--- config.mk ---
export PLATFORM = sky130hd
export DESIGN_NAME = nafu_top
export DESIGN_NICKNAME = d
export VERILOG_FILES = /design/src/hw/nafu_pkg.sv /design/src/hw/nafu_alu.sv /design/src/hw/nafu_top.sv
export SDC_FILE = /design/constraint.sdc
export NUM_CORES = 1
export LEC_CHECK = 0
export BUFFER_PORTS_ARGS = -buffer_cell sky130_fd_sc_hd__buf_4
export CORE_AREA = 2 2 102 104
export CTS_CLUSTER_SIZE = 16
export DETAILED_ROUTE_END_ITERATION = 8
export DIE_AREA = 0 0 104 106
export GPL_TIMING_DRIVEN = 1
export PLACE_DENSITY = 0.76
export SYNTH_ARGS = -nofsm -noshare
export SYNTH_HDL_FRONTEND = slang
export SYNTH_SLANG_ARGS = --single-unit
--- constraint.sdc ---
create_clock -name CLK -period 2.35 [get_ports CLK]
set_input_delay 0.3525 -clock CLK [delete_from_list [all_inputs] [get_ports CLK]]
set_output_delay 0.3525 -clock CLK [all_outputs]
set_load 0.005 [all_outputs]
--- src/hw/nafu_pkg.sv ---
package nafu_pkg;

  // datapath and bus widths
  localparam int NAFU_W = 4;
  localparam int NAFU_AXI_ADDR_W = 8;
  localparam int NAFU_AXI_DATA_W = 32;
  localparam int NAFU_OPCOUNT_W = 16;

  // register byte offsets
  localparam logic [7:0] NAFU_WORK_OFFS = 8'h00;
  localparam logic [7:0] NAFU_FLAGS_OFFS = 8'h04;
  localparam logic [7:0] NAFU_RESULT_OFFS = 8'h08;
  localparam logic [7:0] NAFU_CTRL_OFFS = 8'h0c;
  localparam logic [7:0] NAFU_OPCOUNT_OFFS = 8'h10;

  // flag register layout
  localparam int NAFU_FLAG_CARRY_POS = 3;
  localparam int NAFU_FLAG_ZERO_POS = 2;
  localparam int NAFU_FLAG_BRANCH_POS = 1;
  localparam int NAFU_FLAG_USER_POS = 0;

  // result register layout, bits [3:0] hold the result nibble
  localparam int NAFU_RES_CARRY_POS = 4;
  localparam int NAFU_RES_ZERO_POS = 5;
  localparam int NAFU_RES_TAKEN_POS = 6;

  // control register layout
  localparam int NAFU_CTRL_EXEC_EN_POS = 0;

  // reset values
  localparam logic [3:0] NAFU_WORK_RST = 4'h0;
  localparam logic NAFU_CARRY_RST = 1'b0;
  localparam logic NAFU_ZERO_RST = 1'b0;
  localparam logic NAFU_BRANCH_RST = 1'b1;
  localparam logic NAFU_USER_RST = 1'b0;
  localparam logic NAFU_EXEC_EN_RST = 1'b1;

  // bus responses
  localparam logic [1:0] NAFU_RESP_OKAY = 2'h0;
  localparam logic [1:0] NAFU_RESP_SLVERR = 2'h2;

  // operations chosen by the sequencer
  typedef enum logic [3:0] {
    NAFU_NOP,
    NAFU_LOAD_OP,
    NAFU_ADD_OP,
    NAFU_ADD_WITH_CARRY_OP,
    NAFU_SUB_OP,
    NAFU_SUBTRACT_WITH_CARRY_OP,
    NAFU_AND_OP,
    NAFU_OR_OP,
    NAFU_XOR_OP,
    NAFU_ROTL_OP,
    NAFU_ROTR_OP,
    NAFU_SET_USER_OP,
    NAFU_CLR_USER_OP,
    NAFU_TEST_USER_OP,
    NAFU_BRANCH_OP,
    NAFU_RETURN_FROM_INTERRUPT_OP
  } nafu_op_t;

endpackage

--- src/hw/nafu_alu.sv ---
`timescale 1ns/1ns
module nafu_alu #(
  parameter int W = 4
) (
  // operands
  input wire logic [W-1:0] a,
  input wire logic [W-1:0] b,
  input wire logic cin,
  input wire nafu_pkg::nafu_op_t op,
  // answer
  output logic [W-1:0] result,
  output logic carry,
  output logic zero,
  output logic bcond
);
  import nafu_pkg::*;

  logic [W:0] sum;

  // one adder serves both directions; subtraction adds the inverted operand
  always_comb begin
    sum = '0;
    result = a;
    carry = cin;
    bcond = 1'b1;
    case (op)
      NAFU_LOAD_OP: begin
        result = b;
        bcond = ~(b == '0);
      end
      NAFU_ADD_OP, NAFU_ADD_WITH_CARRY_OP: begin
        sum = {1'b0, a} + {1'b0, b} + {{W{1'b0}}, cin};
        result = sum[W-1:0];
        carry = sum[W];
        bcond = ~sum[W];
      end
      NAFU_SUB_OP, NAFU_SUBTRACT_WITH_CARRY_OP: begin
        sum = {1'b0, a} + {1'b0, ~b} + {{W{1'b0}}, cin};
        result = sum[W-1:0];
        carry = sum[W];
        bcond = sum[W]; // cleared on borrow
      end
      NAFU_AND_OP: begin
        result = a & b;
        bcond = ~((a & b) == '0);
      end
      NAFU_OR_OP: begin
        result = a | b;
        bcond = ~((a | b) == '0);
      end
      NAFU_XOR_OP: begin
        result = a ^ b;
        bcond = ~((a ^ b) == '0);
      end
      NAFU_ROTL_OP: begin
        result = {a[W-2:0], cin};
        carry = a[W-1];
      end
      NAFU_ROTR_OP: begin
        result = {cin, a[W-1:1]};
        carry = a[0];
      end
      default: begin
        result = a;
      end
    endcase
    zero = (result == '0);
  end

endmodule

--- src/hw/nafu_top.sv ---
`timescale 1ns/1ns
// Functional notes
// - ALU performs selected 4-bit operation, giving result, carry and zero.
// - work register is one source operand and receives the result.
// - addition carry is the carry out of the top sum bit.
// - subtraction adds two's complement; carry one means no borrow.
// - zero detect is one when all four result or moved bits are zero.
// - four flags pushed on interrupt accept, restored by interrupt return.
// - carry bit captures add carry and feeds add-with-carry as carry in.
// - carry bit holds non-borrow and feeds subtract-with-carry as carry in.
// - rotates load carry bit with the bit shifted out.
// - zero bit takes zero detect when the operation asks for it.
// - branch condition bit set or cleared by each operation, normally one.
// - branch taken only while branch condition bit is one.
// - branch condition bit is one after initialization.
// - after the flag push on interrupt accept, branch condition forced one.
// - user bit is plain general purpose: set, clear, test.
module nafu_top (
  // clock and reset
  input wire logic CLK,
  input wire logic RESET_N,
  // operation request from the sequencer
  input wire logic OP_VALID,
  input wire nafu_pkg::nafu_op_t OP_CODE,
  input wire logic [nafu_pkg::NAFU_W-1:0] OP_OPERAND,
  input wire logic OP_UPD_CARRY,
  input wire logic OP_UPD_ZERO,
  // interrupt acceptance
  input wire logic INT_ACCEPT,
  // operation answer
  output logic OP_DONE,
  output logic [nafu_pkg::NAFU_W-1:0] RESULT,
  output logic CARRY_OUT,
  output logic ZERO_OUT,
  output logic BRANCH_TAKEN,
  output logic [nafu_pkg::NAFU_W-1:0] WORK,
  output logic [nafu_pkg::NAFU_W-1:0] FLAGS,
  // flag image for the stack
  output logic FLAG_SAVE_VALID,
  output logic [nafu_pkg::NAFU_W-1:0] FLAG_SAVE,
  // axi4-lite write address
  input wire logic S_AXI_AWVALID,
  output logic S_AXI_AWREADY,
  input wire logic [nafu_pkg::NAFU_AXI_ADDR_W-1:0] S_AXI_AWADDR,
  input wire logic [2:0] S_AXI_AWPROT,
  // axi4-lite write data
  input wire logic S_AXI_WVALID,
  output logic S_AXI_WREADY,
  input wire logic [nafu_pkg::NAFU_AXI_DATA_W-1:0] S_AXI_WDATA,
  input wire logic [3:0] S_AXI_WSTRB,
  // axi4-lite write response
  output logic S_AXI_BVALID,
  input wire logic S_AXI_BREADY,
  output logic [1:0] S_AXI_BRESP,
  // axi4-lite read address
  input wire logic S_AXI_ARVALID,
  output logic S_AXI_ARREADY,
  input wire logic [nafu_pkg::NAFU_AXI_ADDR_W-1:0] S_AXI_ARADDR,
  input wire logic [2:0] S_AXI_ARPROT,
  // axi4-lite read data
  output logic S_AXI_RVALID,
  input wire logic S_AXI_RREADY,
  output logic [nafu_pkg::NAFU_AXI_DATA_W-1:0] S_AXI_RDATA,
  output logic [1:0] S_AXI_RRESP
);
  import nafu_pkg::*;

  logic [NAFU_W-1:0] work_reg;
  logic carry_bit_reg;
  logic zero_bit_reg;
  logic branch_condition_bit_reg;
  logic user_bit_reg;
  logic exec_en_reg;
  logic [NAFU_OPCOUNT_W-1:0] opcount_reg;
  logic [NAFU_W-1:0] flags_vec;
  logic accept;
  logic alu_cin;
  logic [NAFU_W-1:0] alu_result;
  logic alu_carry;
  logic alu_zero;
  logic alu_bcond;
  logic writes_work;
  logic is_arith;
  logic is_rotate;
  logic aw_full_reg;
  logic w_full_reg;
  logic [NAFU_AXI_ADDR_W-1:0] aw_addr_reg;
  logic [NAFU_AXI_DATA_W-1:0] w_data_reg;
  logic [3:0] w_strb_reg;
  logic wr_fire;
  logic wr_hit;
  logic bus_wr_work;
  logic bus_wr_flags;
  logic bus_wr_ctrl;
  logic [NAFU_AXI_DATA_W-1:0] rd_next;
  logic rd_hit;

  // the interrupt owns the flags in its cycle, so a coincident operation is dropped
  assign accept = OP_VALID && exec_en_reg && !INT_ACCEPT;
  assign flags_vec = {carry_bit_reg, zero_bit_reg, branch_condition_bit_reg, user_bit_reg};

  // operation classes
  assign is_arith = (OP_CODE == NAFU_ADD_OP) || (OP_CODE == NAFU_ADD_WITH_CARRY_OP) ||
                    (OP_CODE == NAFU_SUB_OP) || (OP_CODE == NAFU_SUBTRACT_WITH_CARRY_OP);
  assign is_rotate = (OP_CODE == NAFU_ROTL_OP) || (OP_CODE == NAFU_ROTR_OP);
  assign writes_work = is_arith || is_rotate || (OP_CODE == NAFU_LOAD_OP) || (OP_CODE == NAFU_AND_OP) ||
                       (OP_CODE == NAFU_OR_OP) || (OP_CODE == NAFU_XOR_OP);

  // carry in: stored carry for the with-carry ops and rotates, fixed for plain ones
  always_comb begin
    case (OP_CODE)
      NAFU_ADD_OP: alu_cin = 1'b0;
      NAFU_SUB_OP: alu_cin = 1'b1;
      NAFU_ADD_WITH_CARRY_OP: alu_cin = carry_bit_reg;
      NAFU_SUBTRACT_WITH_CARRY_OP: alu_cin = carry_bit_reg;
      default: alu_cin = carry_bit_reg;
    endcase
  end

  // the work register is always the first operand
  nafu_alu #(.W(NAFU_W)) u_alu (
    .a(work_reg),
    .b(OP_OPERAND),
    .cin(alu_cin),
    .op(OP_CODE),
    .result(alu_result),
    .carry(alu_carry),
    .zero(alu_zero),
    .bcond(alu_bcond)
  );

  // work register: operation result first, bus write only in a quiet cycle
  always_ff @(posedge CLK or negedge RESET_N) begin
    if (!RESET_N) begin
      work_reg <= NAFU_WORK_RST;
    end else if (accept && writes_work) begin
      work_reg <= alu_result;
    end else if (bus_wr_work && !accept && !INT_ACCEPT) begin
      work_reg <= w_data_reg[NAFU_W-1:0];
    end
  end

  // carry and zero bits
  always_ff @(posedge CLK or negedge RESET_N) begin
    if (!RESET_N) begin
      carry_bit_reg <= NAFU_CARRY_RST;
      zero_bit_reg <= NAFU_ZERO_RST;
    end else if (INT_ACCEPT) begin
      carry_bit_reg <= carry_bit_reg;
    end else if (accept) begin
      if (OP_CODE == NAFU_RETURN_FROM_INTERRUPT_OP) begin
        carry_bit_reg <= OP_OPERAND[NAFU_FLAG_CARRY_POS];
        zero_bit_reg <= OP_OPERAND[NAFU_FLAG_ZERO_POS];
      end else begin
        if (is_rotate || (is_arith && OP_UPD_CARRY)) begin
          carry_bit_reg <= alu_carry;
        end
        if (writes_work && OP_UPD_ZERO) begin
          zero_bit_reg <= alu_zero;
        end
      end
    end else if (bus_wr_flags) begin
      carry_bit_reg <= w_data_reg[NAFU_FLAG_CARRY_POS];
      zero_bit_reg <= w_data_reg[NAFU_FLAG_ZERO_POS];
    end
  end

  // branch condition and user bits
  always_ff @(posedge CLK or negedge RESET_N) begin
    if (!RESET_N) begin
      branch_condition_bit_reg <= NAFU_BRANCH_RST;
      user_bit_reg <= NAFU_USER_RST;
    end else if (INT_ACCEPT) begin
      branch_condition_bit_reg <= 1'b1;
    end else if (accept) begin
      case (OP_CODE)
        NAFU_RETURN_FROM_INTERRUPT_OP: begin
          branch_condition_bit_reg <= OP_OPERAND[NAFU_FLAG_BRANCH_POS];
          user_bit_reg <= OP_OPERAND[NAFU_FLAG_USER_POS];
        end
        NAFU_SET_USER_OP: begin
          user_bit_reg <= 1'b1;
          branch_condition_bit_reg <= 1'b1;
        end
        NAFU_CLR_USER_OP: begin
          user_bit_reg <= 1'b0;
          branch_condition_bit_reg <= 1'b1;
        end
        NAFU_TEST_USER_OP: branch_condition_bit_reg <= user_bit_reg;
        default: branch_condition_bit_reg <= alu_bcond;
      endcase
    end else if (bus_wr_flags) begin
      branch_condition_bit_reg <= w_data_reg[NAFU_FLAG_BRANCH_POS];
      user_bit_reg <= w_data_reg[NAFU_FLAG_USER_POS];
    end
  end

  // answer to the sequencer, one cycle after the request
  always_ff @(posedge CLK or negedge RESET_N) begin
    if (!RESET_N) begin
      OP_DONE <= 1'b0;
      BRANCH_TAKEN <= 1'b0;
      RESULT <= '0;
      CARRY_OUT <= 1'b0;
      ZERO_OUT <= 1'b0;
    end else begin
      OP_DONE <= accept;
      BRANCH_TAKEN <= accept && (OP_CODE == NAFU_BRANCH_OP) && branch_condition_bit_reg;
      if (accept && writes_work) begin
        RESULT <= alu_result;
        CARRY_OUT <= alu_carry;
        ZERO_OUT <= alu_zero;
      end
    end
  end

  // flag image offered to the stack on interrupt acceptance
  always_ff @(posedge CLK or negedge RESET_N) begin
    if (!RESET_N) begin
      FLAG_SAVE_VALID <= 1'b0;
      FLAG_SAVE <= '0;
    end else begin
      FLAG_SAVE_VALID <= INT_ACCEPT;
      if (INT_ACCEPT) begin
        FLAG_SAVE <= flags_vec;
      end
    end
  end

  // mirrors of the architectural state
  always_ff @(posedge CLK or negedge RESET_N) begin
    if (!RESET_N) begin
      WORK <= NAFU_WORK_RST;
      FLAGS <= {NAFU_CARRY_RST, NAFU_ZERO_RST, NAFU_BRANCH_RST, NAFU_USER_RST};
    end else begin
      WORK <= work_reg;
      FLAGS <= flags_vec;
    end
  end

  // control and counter; the counter wraps, software compares differences
  always_ff @(posedge CLK or negedge RESET_N) begin
    if (!RESET_N) begin
      exec_en_reg <= NAFU_EXEC_EN_RST;
      opcount_reg <= '0;
    end else begin
      if (bus_wr_ctrl) begin
        exec_en_reg <= w_data_reg[NAFU_CTRL_EXEC_EN_POS];
      end
      if (accept) begin
        opcount_reg <= opcount_reg + {{(NAFU_OPCOUNT_W-1){1'b0}}, 1'b1};
      end
    end
  end

  // write decode; only the low byte lane carries register bits
  assign wr_fire = aw_full_reg && w_full_reg && !S_AXI_BVALID;
  assign bus_wr_work = wr_fire && w_strb_reg[0] && (aw_addr_reg == NAFU_WORK_OFFS);
  assign bus_wr_flags = wr_fire && w_strb_reg[0] && (aw_addr_reg == NAFU_FLAGS_OFFS);
  assign bus_wr_ctrl = wr_fire && w_strb_reg[0] && (aw_addr_reg == NAFU_CTRL_OFFS);
  assign wr_hit = (aw_addr_reg == NAFU_WORK_OFFS) || (aw_addr_reg == NAFU_FLAGS_OFFS) ||
                  (aw_addr_reg == NAFU_CTRL_OFFS);

  // write channels: address and data held independently until the response
  always_ff @(posedge CLK or negedge RESET_N) begin
    if (!RESET_N) begin
      S_AXI_AWREADY <= 1'b1;
      S_AXI_WREADY <= 1'b1;
      aw_full_reg <= 1'b0;
      w_full_reg <= 1'b0;
      aw_addr_reg <= '0;
      w_data_reg <= '0;
      w_strb_reg <= '0;
      S_AXI_BVALID <= 1'b0;
      S_AXI_BRESP <= NAFU_RESP_OKAY;
    end else begin
      if (S_AXI_AWVALID && S_AXI_AWREADY) begin
        S_AXI_AWREADY <= 1'b0;
        aw_full_reg <= 1'b1;
        aw_addr_reg <= {S_AXI_AWADDR[NAFU_AXI_ADDR_W-1:2], 2'h0};
      end
      if (S_AXI_WVALID && S_AXI_WREADY) begin
        S_AXI_WREADY <= 1'b0;
        w_full_reg <= 1'b1;
        w_data_reg <= S_AXI_WDATA;
        w_strb_reg <= S_AXI_WSTRB;
      end
      if (wr_fire) begin
        aw_full_reg <= 1'b0;
        w_full_reg <= 1'b0;
        S_AXI_BVALID <= 1'b1;
        S_AXI_BRESP <= wr_hit ? NAFU_RESP_OKAY : NAFU_RESP_SLVERR;
      end
      if (S_AXI_BVALID && S_AXI_BREADY) begin
        S_AXI_BVALID <= 1'b0;
        S_AXI_AWREADY <= 1'b1;
        S_AXI_WREADY <= 1'b1;
      end
    end
  end

  // read mux
  always_comb begin
    rd_next = '0;
    rd_hit = 1'b1;
    case ({S_AXI_ARADDR[NAFU_AXI_ADDR_W-1:2], 2'h0})
      NAFU_WORK_OFFS: rd_next[NAFU_W-1:0] = work_reg;
      NAFU_FLAGS_OFFS: rd_next[NAFU_W-1:0] = flags_vec;
      NAFU_RESULT_OFFS: begin
        rd_next[NAFU_W-1:0] = RESULT;
        rd_next[NAFU_RES_CARRY_POS] = CARRY_OUT;
        rd_next[NAFU_RES_ZERO_POS] = ZERO_OUT;
        rd_next[NAFU_RES_TAKEN_POS] = BRANCH_TAKEN;
      end
      NAFU_CTRL_OFFS: rd_next[NAFU_CTRL_EXEC_EN_POS] = exec_en_reg;
      NAFU_OPCOUNT_OFFS: rd_next[NAFU_OPCOUNT_W-1:0] = opcount_reg;
      default: rd_hit = 1'b0;
    endcase
  end

  // read channel: one read in flight, data captured at the address handshake
  always_ff @(posedge CLK or negedge RESET_N) begin
    if (!RESET_N) begin
      S_AXI_ARREADY <= 1'b1;
      S_AXI_RVALID <= 1'b0;
      S_AXI_RDATA <= '0;
      S_AXI_RRESP <= NAFU_RESP_OKAY;
    end else if (S_AXI_ARVALID && S_AXI_ARREADY) begin
      S_AXI_ARREADY <= 1'b0;
      S_AXI_RVALID <= 1'b1;
      S_AXI_RDATA <= rd_next;
      S_AXI_RRESP <= rd_hit ? NAFU_RESP_OKAY : NAFU_RESP_SLVERR;
    end else if (S_AXI_RVALID && S_AXI_RREADY) begin
      S_AXI_RVALID <= 1'b0;
      S_AXI_ARREADY <= 1'b1;
    end
  end

  a_add_carry: assert property (@(posedge CLK) disable iff (!RESET_N)
    accept && (OP_CODE == NAFU_ADD_OP) |=>
      {CARRY_OUT, RESULT} == ({1'b0, $past(work_reg)} + {1'b0, $past(OP_OPERAND)}))
    else $error("add result or carry wrong");

  a_sub_borrow: assert property (@(posedge CLK) disable iff (!RESET_N)
    accept && (OP_CODE == NAFU_SUB_OP) |=>
      (CARRY_OUT == ($past(work_reg) >= $past(OP_OPERAND))) && (RESULT == $past(work_reg) - $past(OP_OPERAND)))
    else $error("subtract carry is not the non-borrow");

  a_zero_detect: assert property (@(posedge CLK) disable iff (!RESET_N)
    accept && writes_work |=> ZERO_OUT == (RESULT == '0))
    else $error("zero detect disagrees with result");

  a_work_load: assert property (@(posedge CLK) disable iff (!RESET_N)
    accept && writes_work |=> work_reg == RESULT)
    else $error("work register missed the result");

  a_addc_cin: assert property (@(posedge CLK) disable iff (!RESET_N)
    accept && (OP_CODE == NAFU_ADD_WITH_CARRY_OP) && OP_UPD_CARRY |=>
      {carry_bit_reg, RESULT} == ({1'b0, $past(work_reg)} + {1'b0, $past(OP_OPERAND)} + {4'h0, $past(carry_bit_reg)}))
    else $error("add with carry did not use stored carry");

  a_subc_cin: assert property (@(posedge CLK) disable iff (!RESET_N)
    accept && (OP_CODE == NAFU_SUBTRACT_WITH_CARRY_OP) && OP_UPD_CARRY |=>
      {carry_bit_reg, RESULT} == ({1'b0, $past(work_reg)} + {1'b0, ~$past(OP_OPERAND)} + {4'h0, $past(carry_bit_reg)}))
    else $error("subtract with carry did not use stored carry");

  a_rotate_carry: assert property (@(posedge CLK) disable iff (!RESET_N)
    accept && (OP_CODE == NAFU_ROTL_OP) |=> (carry_bit_reg == $past(work_reg[3])) && (work_reg[0] == $past(carry_bit_reg)))
    else $error("rotate left lost the shifted bit");

  a_zero_update: assert property (@(posedge CLK) disable iff (!RESET_N)
    accept && writes_work && OP_UPD_ZERO |=> zero_bit_reg == (work_reg == '0))
    else $error("zero bit not taken from result");

  a_flags_keep: assert property (@(posedge CLK) disable iff (!RESET_N)
    accept && !is_rotate && !OP_UPD_CARRY && !OP_UPD_ZERO && (OP_CODE != NAFU_RETURN_FROM_INTERRUPT_OP) |=>
      $stable(carry_bit_reg) && $stable(zero_bit_reg))
    else $error("carry or zero changed without an update");

  a_int_push: assert property (@(posedge CLK) disable iff (!RESET_N)
    INT_ACCEPT |=> FLAG_SAVE_VALID && (FLAG_SAVE == $past(flags_vec)) && branch_condition_bit_reg ##1 !FLAG_SAVE_VALID || $past(INT_ACCEPT, 1))
    else $error("interrupt push or branch force wrong");

  a_int_restore: assert property (@(posedge CLK) disable iff (!RESET_N)
    accept && (OP_CODE == NAFU_RETURN_FROM_INTERRUPT_OP) |=> flags_vec == $past(OP_OPERAND))
    else $error("flags not restored on interrupt return");

  a_branch_take: assert property (@(posedge CLK) disable iff (!RESET_N)
    accept && (OP_CODE == NAFU_BRANCH_OP) |=> BRANCH_TAKEN == $past(branch_condition_bit_reg))
    else $error("branch taken does not follow the condition bit");

endmodule

* Yosys cells after proc, flatten, opt, wreduce, memory -nomap -nowiden
Index checks and enable logic that the tools add are counted.
** Operators by class
- $mul :: 0
- Shifts and indexed selects :: 0
- Add/subtract/negate cells :: 5
- Order comparisons :: 0
- Divide/modulo/power cells :: 0
- Reduce and logical (&&, ||, !) cells :: 58
- Mux-type cells :: 42
- Equal/unequal tests :: 24
- Bitwise gates (word level) :: 10
** Operators by type and width (count)
- $eq 4x4->1 const B :: 8
- $pmux 4 s8 :: 1
- $mux 1 :: 28
- $logic_and 1x1->1 :: 20
- $logic_not 4->1 :: 5
- $eq 6x2->1 const B :: 3
- $add 16x1->16 const B :: 1
- $eq 4x3->1 const B :: 4
- $reduce_bool 2->1 :: 8
- $eq 6x1->1 const B :: 2
- $logic_or 1x1->1 :: 12
- $pmux 3 s4 :: 1
- $add 4x4->5 :: 2
- $add 5x1->5 :: 2
- $mux 9 :: 1
- $reduce_and 3->1 :: 3
- $eq 4x2->1 const B :: 2
- $logic_not 8->1 :: 1
- $mux 4 :: 2
- $eq 6x3->1 const B :: 1
- $logic_not 6->1 :: 1
- $ne 3x1->1 const B :: 2
- $not 1->1 :: 6
- $pmux 1 s3 :: 2
- 16 further kinds :: 21
** Storage, ports and cells
- Bits in registers :: 84
- Bits in writable memories :: 0
- Word-level logic and storage cells :: 168
- Memories :: 0
- Output and inout bits :: 62
- ROM bits :: 0
- Bits of input ports :: 77
- Bits in latches :: 0

* Depth between registers and ports, before layout
Gate-level depths: netlist of the first run.
- Depth in word-level cells :: 13
- Gate-level depth with buffers :: 14
- Depth with buffers taken out :: 13

* Hierarchy
Synthesis of the first run repeated with hierarchy kept, for this count alone.
** Unflattened totals
- Cell total of the unflattened synthesis :: 471
- Area total of the unflattened synthesis :: 4680.7 sq um
** By module, submodules not included
- nafu_top :: times used 1, area each 3757.4 sq um, sequential area each 2059.5 sq um, cells each 335
- nafu_alu :: times used 1, area each 923.4 sq um, sequential area each 0.0 sq um, cells each 136

* Worst setup path after synthesis of the first run
OpenSTA, ideal clock, no wires.
- Path kind :: input port to flip-flop
- Start :: input port OP_CODE[0]
- End :: register carry_bit_reg
- Arrival time :: 2727 ps
- Setup time :: 124 ps
- Cell stages on the path :: 12
- Path buffers :: 2
- Required time :: 2226 ps
- Slack :: -501 ps
- Cells stage by stage :: buf_2 buf_2 o31ai_1 o21ai_0 fa_1 fa_1 a21o_1 a21oi_1 nor3_1 nor4_1 a211o_1 nand3_1
** On the way
- Cells in the longest elaborated chain, start to end :: 8
- Elaborated cells between the ends (all ways) :: 24
- Those cells by class :: 2 x add/sub; 8 x eq/ne; 5 x mux; 9 x reduce/logical
** RTL lines
- start: declaration :: RTL line nafu_top.sv:24 : input wire nafu_pkg::nafu_op_t OP_CODE,
- branches (longest 8 deep; another with $add 5x1->5)
- end signal: assignment :: RTL line nafu_top.sv:152 : carry_bit_reg <= OP_OPERAND[NAFU_FLAG_CARRY_POS];
- end signal: assignment :: RTL line nafu_top.sv:156 : carry_bit_reg <= alu_carry;
- end signal: assignment :: RTL line nafu_top.sv:163 : carry_bit_reg <= w_data_reg[NAFU_FLAG_CARRY_POS];
- end: declaration :: RTL line nafu_top.sv:69 : logic carry_bit_reg;
Several ways; the timed one is not identified. The select of a mux whose other input is x is not followed.
A chain may end at the register's enable or synchronous reset.

* Worst setup path after layout of the first run
- Start :: register carry_bit_reg
- End :: register carry_bit_reg
** On the way
- Cells in the longest elaborated chain, start to end :: 6
- Elaborated cells between the ends (all ways) :: 7
- Those cells by class :: 2 x add/sub; 5 x mux
** RTL lines
- start signal: assignment :: RTL line nafu_top.sv:149 : carry_bit_reg <= carry_bit_reg;
- start signal: assignment :: RTL line nafu_top.sv:152
- start signal: assignment :: RTL line nafu_top.sv:156
- $pmux 1 s2 * :: RTL line nafu_top.sv:111 : case (OP_CODE)
- $add 5x1->5, on equally long branches :: RTL line nafu_alu.sv:38, nafu_alu.sv:32
- $pmux 1 s4 * :: RTL line nafu_alu.sv:26 : case (op)
- $mux 1 * :: RTL line nafu_top.sv:155 : if (is_rotate || (is_arith && OP_UPD_CARRY)) begin
- $mux 1 * :: RTL line nafu_top.sv:151 : if (OP_CODE == NAFU_RETURN_FROM_INTERRUPT_OP) begin
- $mux 1 * :: RTL line nafu_top.sv:150 : end else if (accept) begin
Every way passes the cells marked *; elsewhere a longest branch is shown, timed or not. The select of a mux whose other input is x is not followed.

==> flow_summary.json, run 1 <==
{
  "min_period_over_period_pct": 107,
  "fin_ws_ns": -0.157,
  "maxSlewHeadroom_pct": 59.6,
  "cp_common_cell": "fa_2",
  "crit_path_end_kind": "flop",
  "clockBufferDepth": 2,
  "start_util_pct": 45.5,
  "dp_hpwl_mm": 9.09,
  "synthTopCellsByCount": "dfrtp_1, nand2_1, o21ai_0",
  "setup_viol": 8,
  "rrSetupSlack_ns": -0.16,
  "maxSlewViolCount": 0,
  "vias": 3941,
  "grt_usage_pct": 22.7,
  "rsz0062_at_grt": "yes",
  "cts_tree": "yes",
  "wl_per_cell_um": 17.4,
  "p_leak_nw": 2.68,
  "yosysSeqAreaShare_pct": 45.3,
  "setup_tns_ns": -0.791,
  "cp_max_fo": 4,
  "maxCapViolCount": 0,
  "crit_arrival_ns": 2.75,
  "cts_hold_buf": 0,
  "synth_area_per_cell_um2": 9.80,
  "vias_per_cell": 5.61,
  "grt_use_met1_pct": 30.3,
  "worstMarginPinSlew_ns": 0.606,
  "dieArea_mm2": 0.0110,
  "h-tree-depth": 3,
  "portBuffers": 79,
  "nets": 654,
  "synth_cells": 464,
  "synth.top_cells.by_area": "dfrtp_1, mux2_2, nand2_1",
  "ys.warnings.count": 0,
  "drive_above_1_share_pct": 32.7,
  "ant_nets": 0,
  "crit_family": "adder cells",
  "synthToLayoutAreaGrowth_pct": 25.6,
  "synth_most_common_cell": "dfrtp_1",
  "powerDensity_mw_per_mm2": 798,
  "crit_slowest_cell": "dfrtp_2",
  "dieWidth_um": 104,
  "ys_async_sr_fraction_pct": 100,
  "synth_top_area_share_pct": 41.8,
  "chipHeight_um": 106,
  "cp_cell_sequence": "nor2_4 -> o21ai_2 -> fa_2 -> fa_2 -> a21o_1 -> a21oi_2 -> nor3_1 -> nor4_1 -> buf_4 -> a211o_1 -> nand3_2",
  "grt_pass1_vias": 3888,
  "hold_viol": 2,
  "hold-worst-slack_ns": -0.000815,
  "cts_sinks": 82,
  "max_stage_delay_ns": 0.48,
  "status": "finished with violations",
  "ys_types": 57,
  "synthesis.area_mm2": 0.00455,
  "clk_pin_slew_worst_paths_ns": 0.09,
  "skew_ns": 0.00517,
  "cts-root-buf": "clkbuf_8",
  "final_util_pct": 57.1,
  "row_count": 37,
  "insertion_delay_ns": 0.36,
  "grt_util_met3_pct": 6.99,
  "required_ns": 2.60,
  "critPathBufInv": 1,
  "drc": 0,
  "grt_max_degree": 83,
  "synth_edf_count": 0,
  "yosysTopAreaCell": "dfrtp_1",
  "fin_crit_ns": 2.51,
  "path_class": "reg -> reg",
  "crit_start": "carry_bit_reg",
  "fmax_mhz": 399,
  "r2r_start": "carry_bit_reg",
  "violations": "hold timing, setup timing",
  "crit_path_start_kind": "flop",
  "nFillCells": 870,
  "ir_worst_vdd_mv": 0.469,
  "drtIter0Drc": 288,
  "globalplace.congestion": 0.930,
  "grt_util_met2_pct": 35.4,
  "grt_pass1_wl_mm": 20.0,
  "antenna_cells": 0,
  "wl_mm": 12.2,
  "antenna_found_initial": 0,
  "firstDrtPassIters": 5,
  "io_pins": 139,
  "post-place-ws_ns": -0.573,
  "cts-buffers-inserted": 9,
  "ys.flop_type": "dfrtp_1",
  "core-area_mm2": 0.0100,
  "grt_overflow": 0,
  "finalPower_mw": 4.56,
  "grt-busiest-layer": "met2",
  "hold_path.class": "in -> async",
  "synth_seq_cells": 82
}
==> worst register-to-register path, cell delays in order (launching register included) <==
cell and delay, ns:
dfrtp_2 0.48, nor2_4 0.13, o21ai_2 0.07, fa_2 0.37, fa_2 0.37, a21o_1 0.18
a21oi_2 0.13, nor3_1 0.06, nor4_1 0.23, buf_4 0.17, a211o_1 0.15, nand3_2 0.07
==> placed cells by master (no fill, tap or decap), drive strengths merged, types with 7 or more instances in the layout <==
cell type,count
clkbuf,9
xnor2,15
buf,111
o21ai,39
mux2,21
inv,19
a21o,7
nor2b,7
nor2,25
a21oi,17
dfrtp,76
nand3,13
nor4,7
nand2,61
ha,12
a22oi,7
conb,18
nor3,8
==> area by class of cell <==
class | instances | area (um2) | area share [%]
Clock buffer | 9 | 124 | 2.17
Clock inverter | 7 | 111 | 1.95
Inverter | 17 | 63.8 | 1.12
Multi-Input combinational cell | 340 | 2320 | 40.6
Sequential cell | 82 | 2060 | 36.1
Tap cell | 136 | 170 | 2.98
Timing Repair Buffer | 111 | 858 | 15.0
==> power breakdown <==
part / leakage, nW / internal [mW] / switching, mW
Sequential: 1.07 / 1.70 / 0.247
Clock: 0.117 / 0.618 / 0.560
Combinational: 1.49 / 0.733 / 0.695
==> logic make-up (layout without fill, tap and decap cells) <==
| logic type | Yosys count | after routing | synth area share (%) |
|---|---|---|---|
| adders and majority gates | 16 | 16 | 5.06 |
| muxes | 23 | 23 | 5.64 |
| and+or+nand+nor | 155 | 155 | 16.7 |
| other | 1 | 18 | 0.0825 |
| xor gates and xnor gates | 21 | 21 | 4.04 |
| DFF | 82 | 82 | 45.3 |
| AOI/OAI and AO/OA | 107 | 107 | 16.0 |
| buffers and inverters | 59 | 144 | 7.18 |
==> routing by layer <==
layer,part of all wire (%),wire length (um),vias up
li1,-,-,1805
met1,42,5170,1907
met2,47,5710,201
met3,9.1,1120,28
met4,2.0,248,0
met5,0,0,-
==> what timing repair did <==
item	in CTS	in global routing
gates resized for setup	12	9
pin swaps	11	4
endpoints found under the setup margin	12	12
buffers inserted	1	0
==> stage by stage <==
stage,std cells,instance area (um2),hold WS [ns]
3_5_place_dp,685,5400,0.414
5_1_grt,702,5710,0.0242
4_1_cts,702,5680,0.0176
3_3_place_gp,685,5400,0.411
6_report,702,5710,-0.000815
2_1_floorplan,481,4670,0.0569
==> worst paths after layout <==
kind,end,cells after the start
worst max-delay path,carry_bit_reg,11
worst min-delay path,S_AXI_RDATA[15],2
worst max register to register,carry_bit_reg,11
worst min register to register,FLAGS[1],0
max in group asynchronous,FLAGS[1],2
min in group CLK,S_AXI_ARREADY,2
(Power assumes the default switching activity.)
==> run 2, diff against run 1 <==
==> constraint.sdc (replaced) <==
create_clock -name CLK -period 2.35 [get_ports CLK]
set_input_delay 0.47 -clock CLK [delete_from_list [all_inputs] [get_ports CLK]]
set_output_delay 0.47 -clock CLK [all_outputs]
set_load 0.005 [all_outputs]
==> run 2 against run 1 <==
Against the previous run: the flow finishes with violations (setup timing); final area grew 1.6%; clock skew grew 0.0045 ns; final cell count grew 1.4%; via count shrank 2.4%; sequential share of layout area shrank 0.55 points; largest power group unchanged; routed wire length grew 0.36%; clock-buffer cell count is the same; first-iteration DRC count shrank 14%; non-clock buffer count grew 10; power shrank 1.9%.
==> flow_summary.json, run 2 (same netlist as run 1, synthesis figures left out) <==
{
  "dieWidth_um": 104,
  "final_util_pct": 58.0,
  "wl_per_cell_um": 17.2,
  "grt_use_met1_pct": 30.4,
  "portBuffers": 79,
  "insertion_delay_ns": 0.35,
  "core-area_mm2": 0.0100,
  "synthToLayoutAreaGrowth_pct": 27.5,
  "crit_path_end_kind": "flop",
  "setup_tns_ns": -1.18,
  "worstMarginPinSlew_ns": 0.636,
  "cts-root-buf": "clkbuf_8",
  "fin_ws_ns": -0.168,
  "crit_slowest_cell": "fa_1",
  "maxCapViolCount": 0,
  "dp_cells": 690,
  "grt-busiest-layer": "met2",
  "vias_per_cell": 5.40,
  "min_period_over_period_pct": 107,
  "ir_worst_vdd_mv": 0.597,
  "required_ns": 2.63,
  "final_area_mm2": 0.00580,
  "dp_hpwl_mm": 9.22,
  "hold_path.class": "in -> async",
  "fin_crit_ns": 2.52,
  "finalPower_mw": 4.47,
  "drc": 0,
  "grt_util_met2_pct": 36.6,
  "globalplace.congestion": 0.936,
  "crit_arrival_ns": 2.80,
  "clk_pin_slew_worst_paths_ns": 0.09,
  "final_common_cell": "buf_4",
  "grt_pass1_vias": 3810,
  "maxSlewViolCount": 0,
  "h-tree-depth": 3,
  "fmax_mhz": 397,
  "row_count": 37,
  "grt_overflow": 0,
  "max_stage_delay_ns": 0.39,
  "chipHeight_um": 106,
  "firstDrtPassIters": 7,
  "cts_sinks": 82,
  "final_cell_mix": "buf_4, dfrtp_1, nand2_1",
  "maxSlewHeadroom_pct": 57.3,
  "grt_usage_pct": 22.5,
  "fin_cells": 712,
  "grt_util_met3_pct": 6.32,
  "grt_max_degree": 50,
  "vias": 3847,
  "cts-buffers-inserted": 9,
  "dieArea_mm2": 0.0110,
  "clockBufferDepth": 2,
  "hold-worst-slack_ns": 0.115,
  "cts_tree": "yes",
  "powerDensity_mw_per_mm2": 771,
  "cp_common_cell": "nor2_4",
  "antenna_found_initial": 0,
  "placed_area_mm2": 0.00543,
  "setup_viol": 9,
  "p_leak_nw": 2.72,
  "crit_path_start_kind": "input port",
  "post-place-ws_ns": -0.637,
  "cp_cell_sequence": "buf_8 -> nand2b_4 -> nor2_4 -> nor2_4 -> o21ai_2 -> fa_2 -> inv_2 -> fa_1 -> o21bai_1 -> a21oi_1 -> nor3_1 -> nor4_2 -> buf_4 -> a211o_1 -> nand3_1",
  "wl_mm": 12.3,
  "rsz0062_at_grt": "yes",
  "start_util_pct": 45.5,
  "cp_max_fo": 3,
  "grt_pass1_wl_mm": 19.7,
  "nets": 664,
  "path_class": "in -> reg",
  "ant_nets": 0,
  "antenna_cells": 0,
  "crit_family": "simple AND/OR/NAND/NOR gates",
  "io_pins": 139,
  "violations": "setup timing",
  "skew_ns": 0.00968,
  "hold_viol": 0,
  "status": "finished with violations",
  "drive_above_1_share_pct": 34.9,
  "critPathBufInv": 3,
  "drtIter0Drc": 247
}
-- run 2: changes by cell type in the layout (fill, tap and decap cells not counted), sizes merged --
cell,previous run,this run
buf,111,121
bufinv,2,1
clkinv,3,2
inv,19,21
-- run 2: worst paths after layout --
kind	start	endpoint	slack [ns]	cells past startpoint
max in group asynchronous	RESET_N	branch_condition_bit_reg	1.54	2
worst min-delay path	RESET_N	S_AXI_RDATA[14]	0.11	1
worst max-delay path	OP_CODE[3]	carry_bit_reg	-0.17	15
worst max register to register	carry_bit_reg	ZERO_OUT	-0.17	11
worst min register to register	branch_condition_bit_reg	FLAGS[1]	0.42	0
min in group CLK	S_AXI_ARVALID	S_AXI_ARREADY	0.27	2
-- run 2: final cells by class --
class                   instances  area, um2
inverters                      17       63.8
clock inverters                 7       75.1
fillers                       914       4200
repair buffers                121        936
multi-input cells             340       2370
well taps                     136        170
flip-flops and latches         82       2060
clock buffers                   9        124
-- run 2: routing by layer --
metal | part of all wire [%] | up-vias | wire [um]
met5 | 0 | - | 0
met4 | 1.3 | 0 | 157
met3 | 8.0 | 13 | 978
met2 | 47 | 154 | 5750
met1 | 44 | 1858 | 5390
li1 | - | 1822 | -
-- run 2: timing repair --
action,4_1_cts,5_1_grt
resized for setup,22,13
setup buffers,3,3
hold buffers,0,0
pin swaps,17,9
setup endpoints to repair,11,13
-- run 2: report_power, final --
part	total (mW)	leakage, nW	internal (mW)	switching [mW]
clock	1.03	0.105	0.502	0.530
combinational	1.48	1.54	0.769	0.714
sequential	1.96	1.07	1.70	0.251
total	4.47	2.72	2.98	1.50
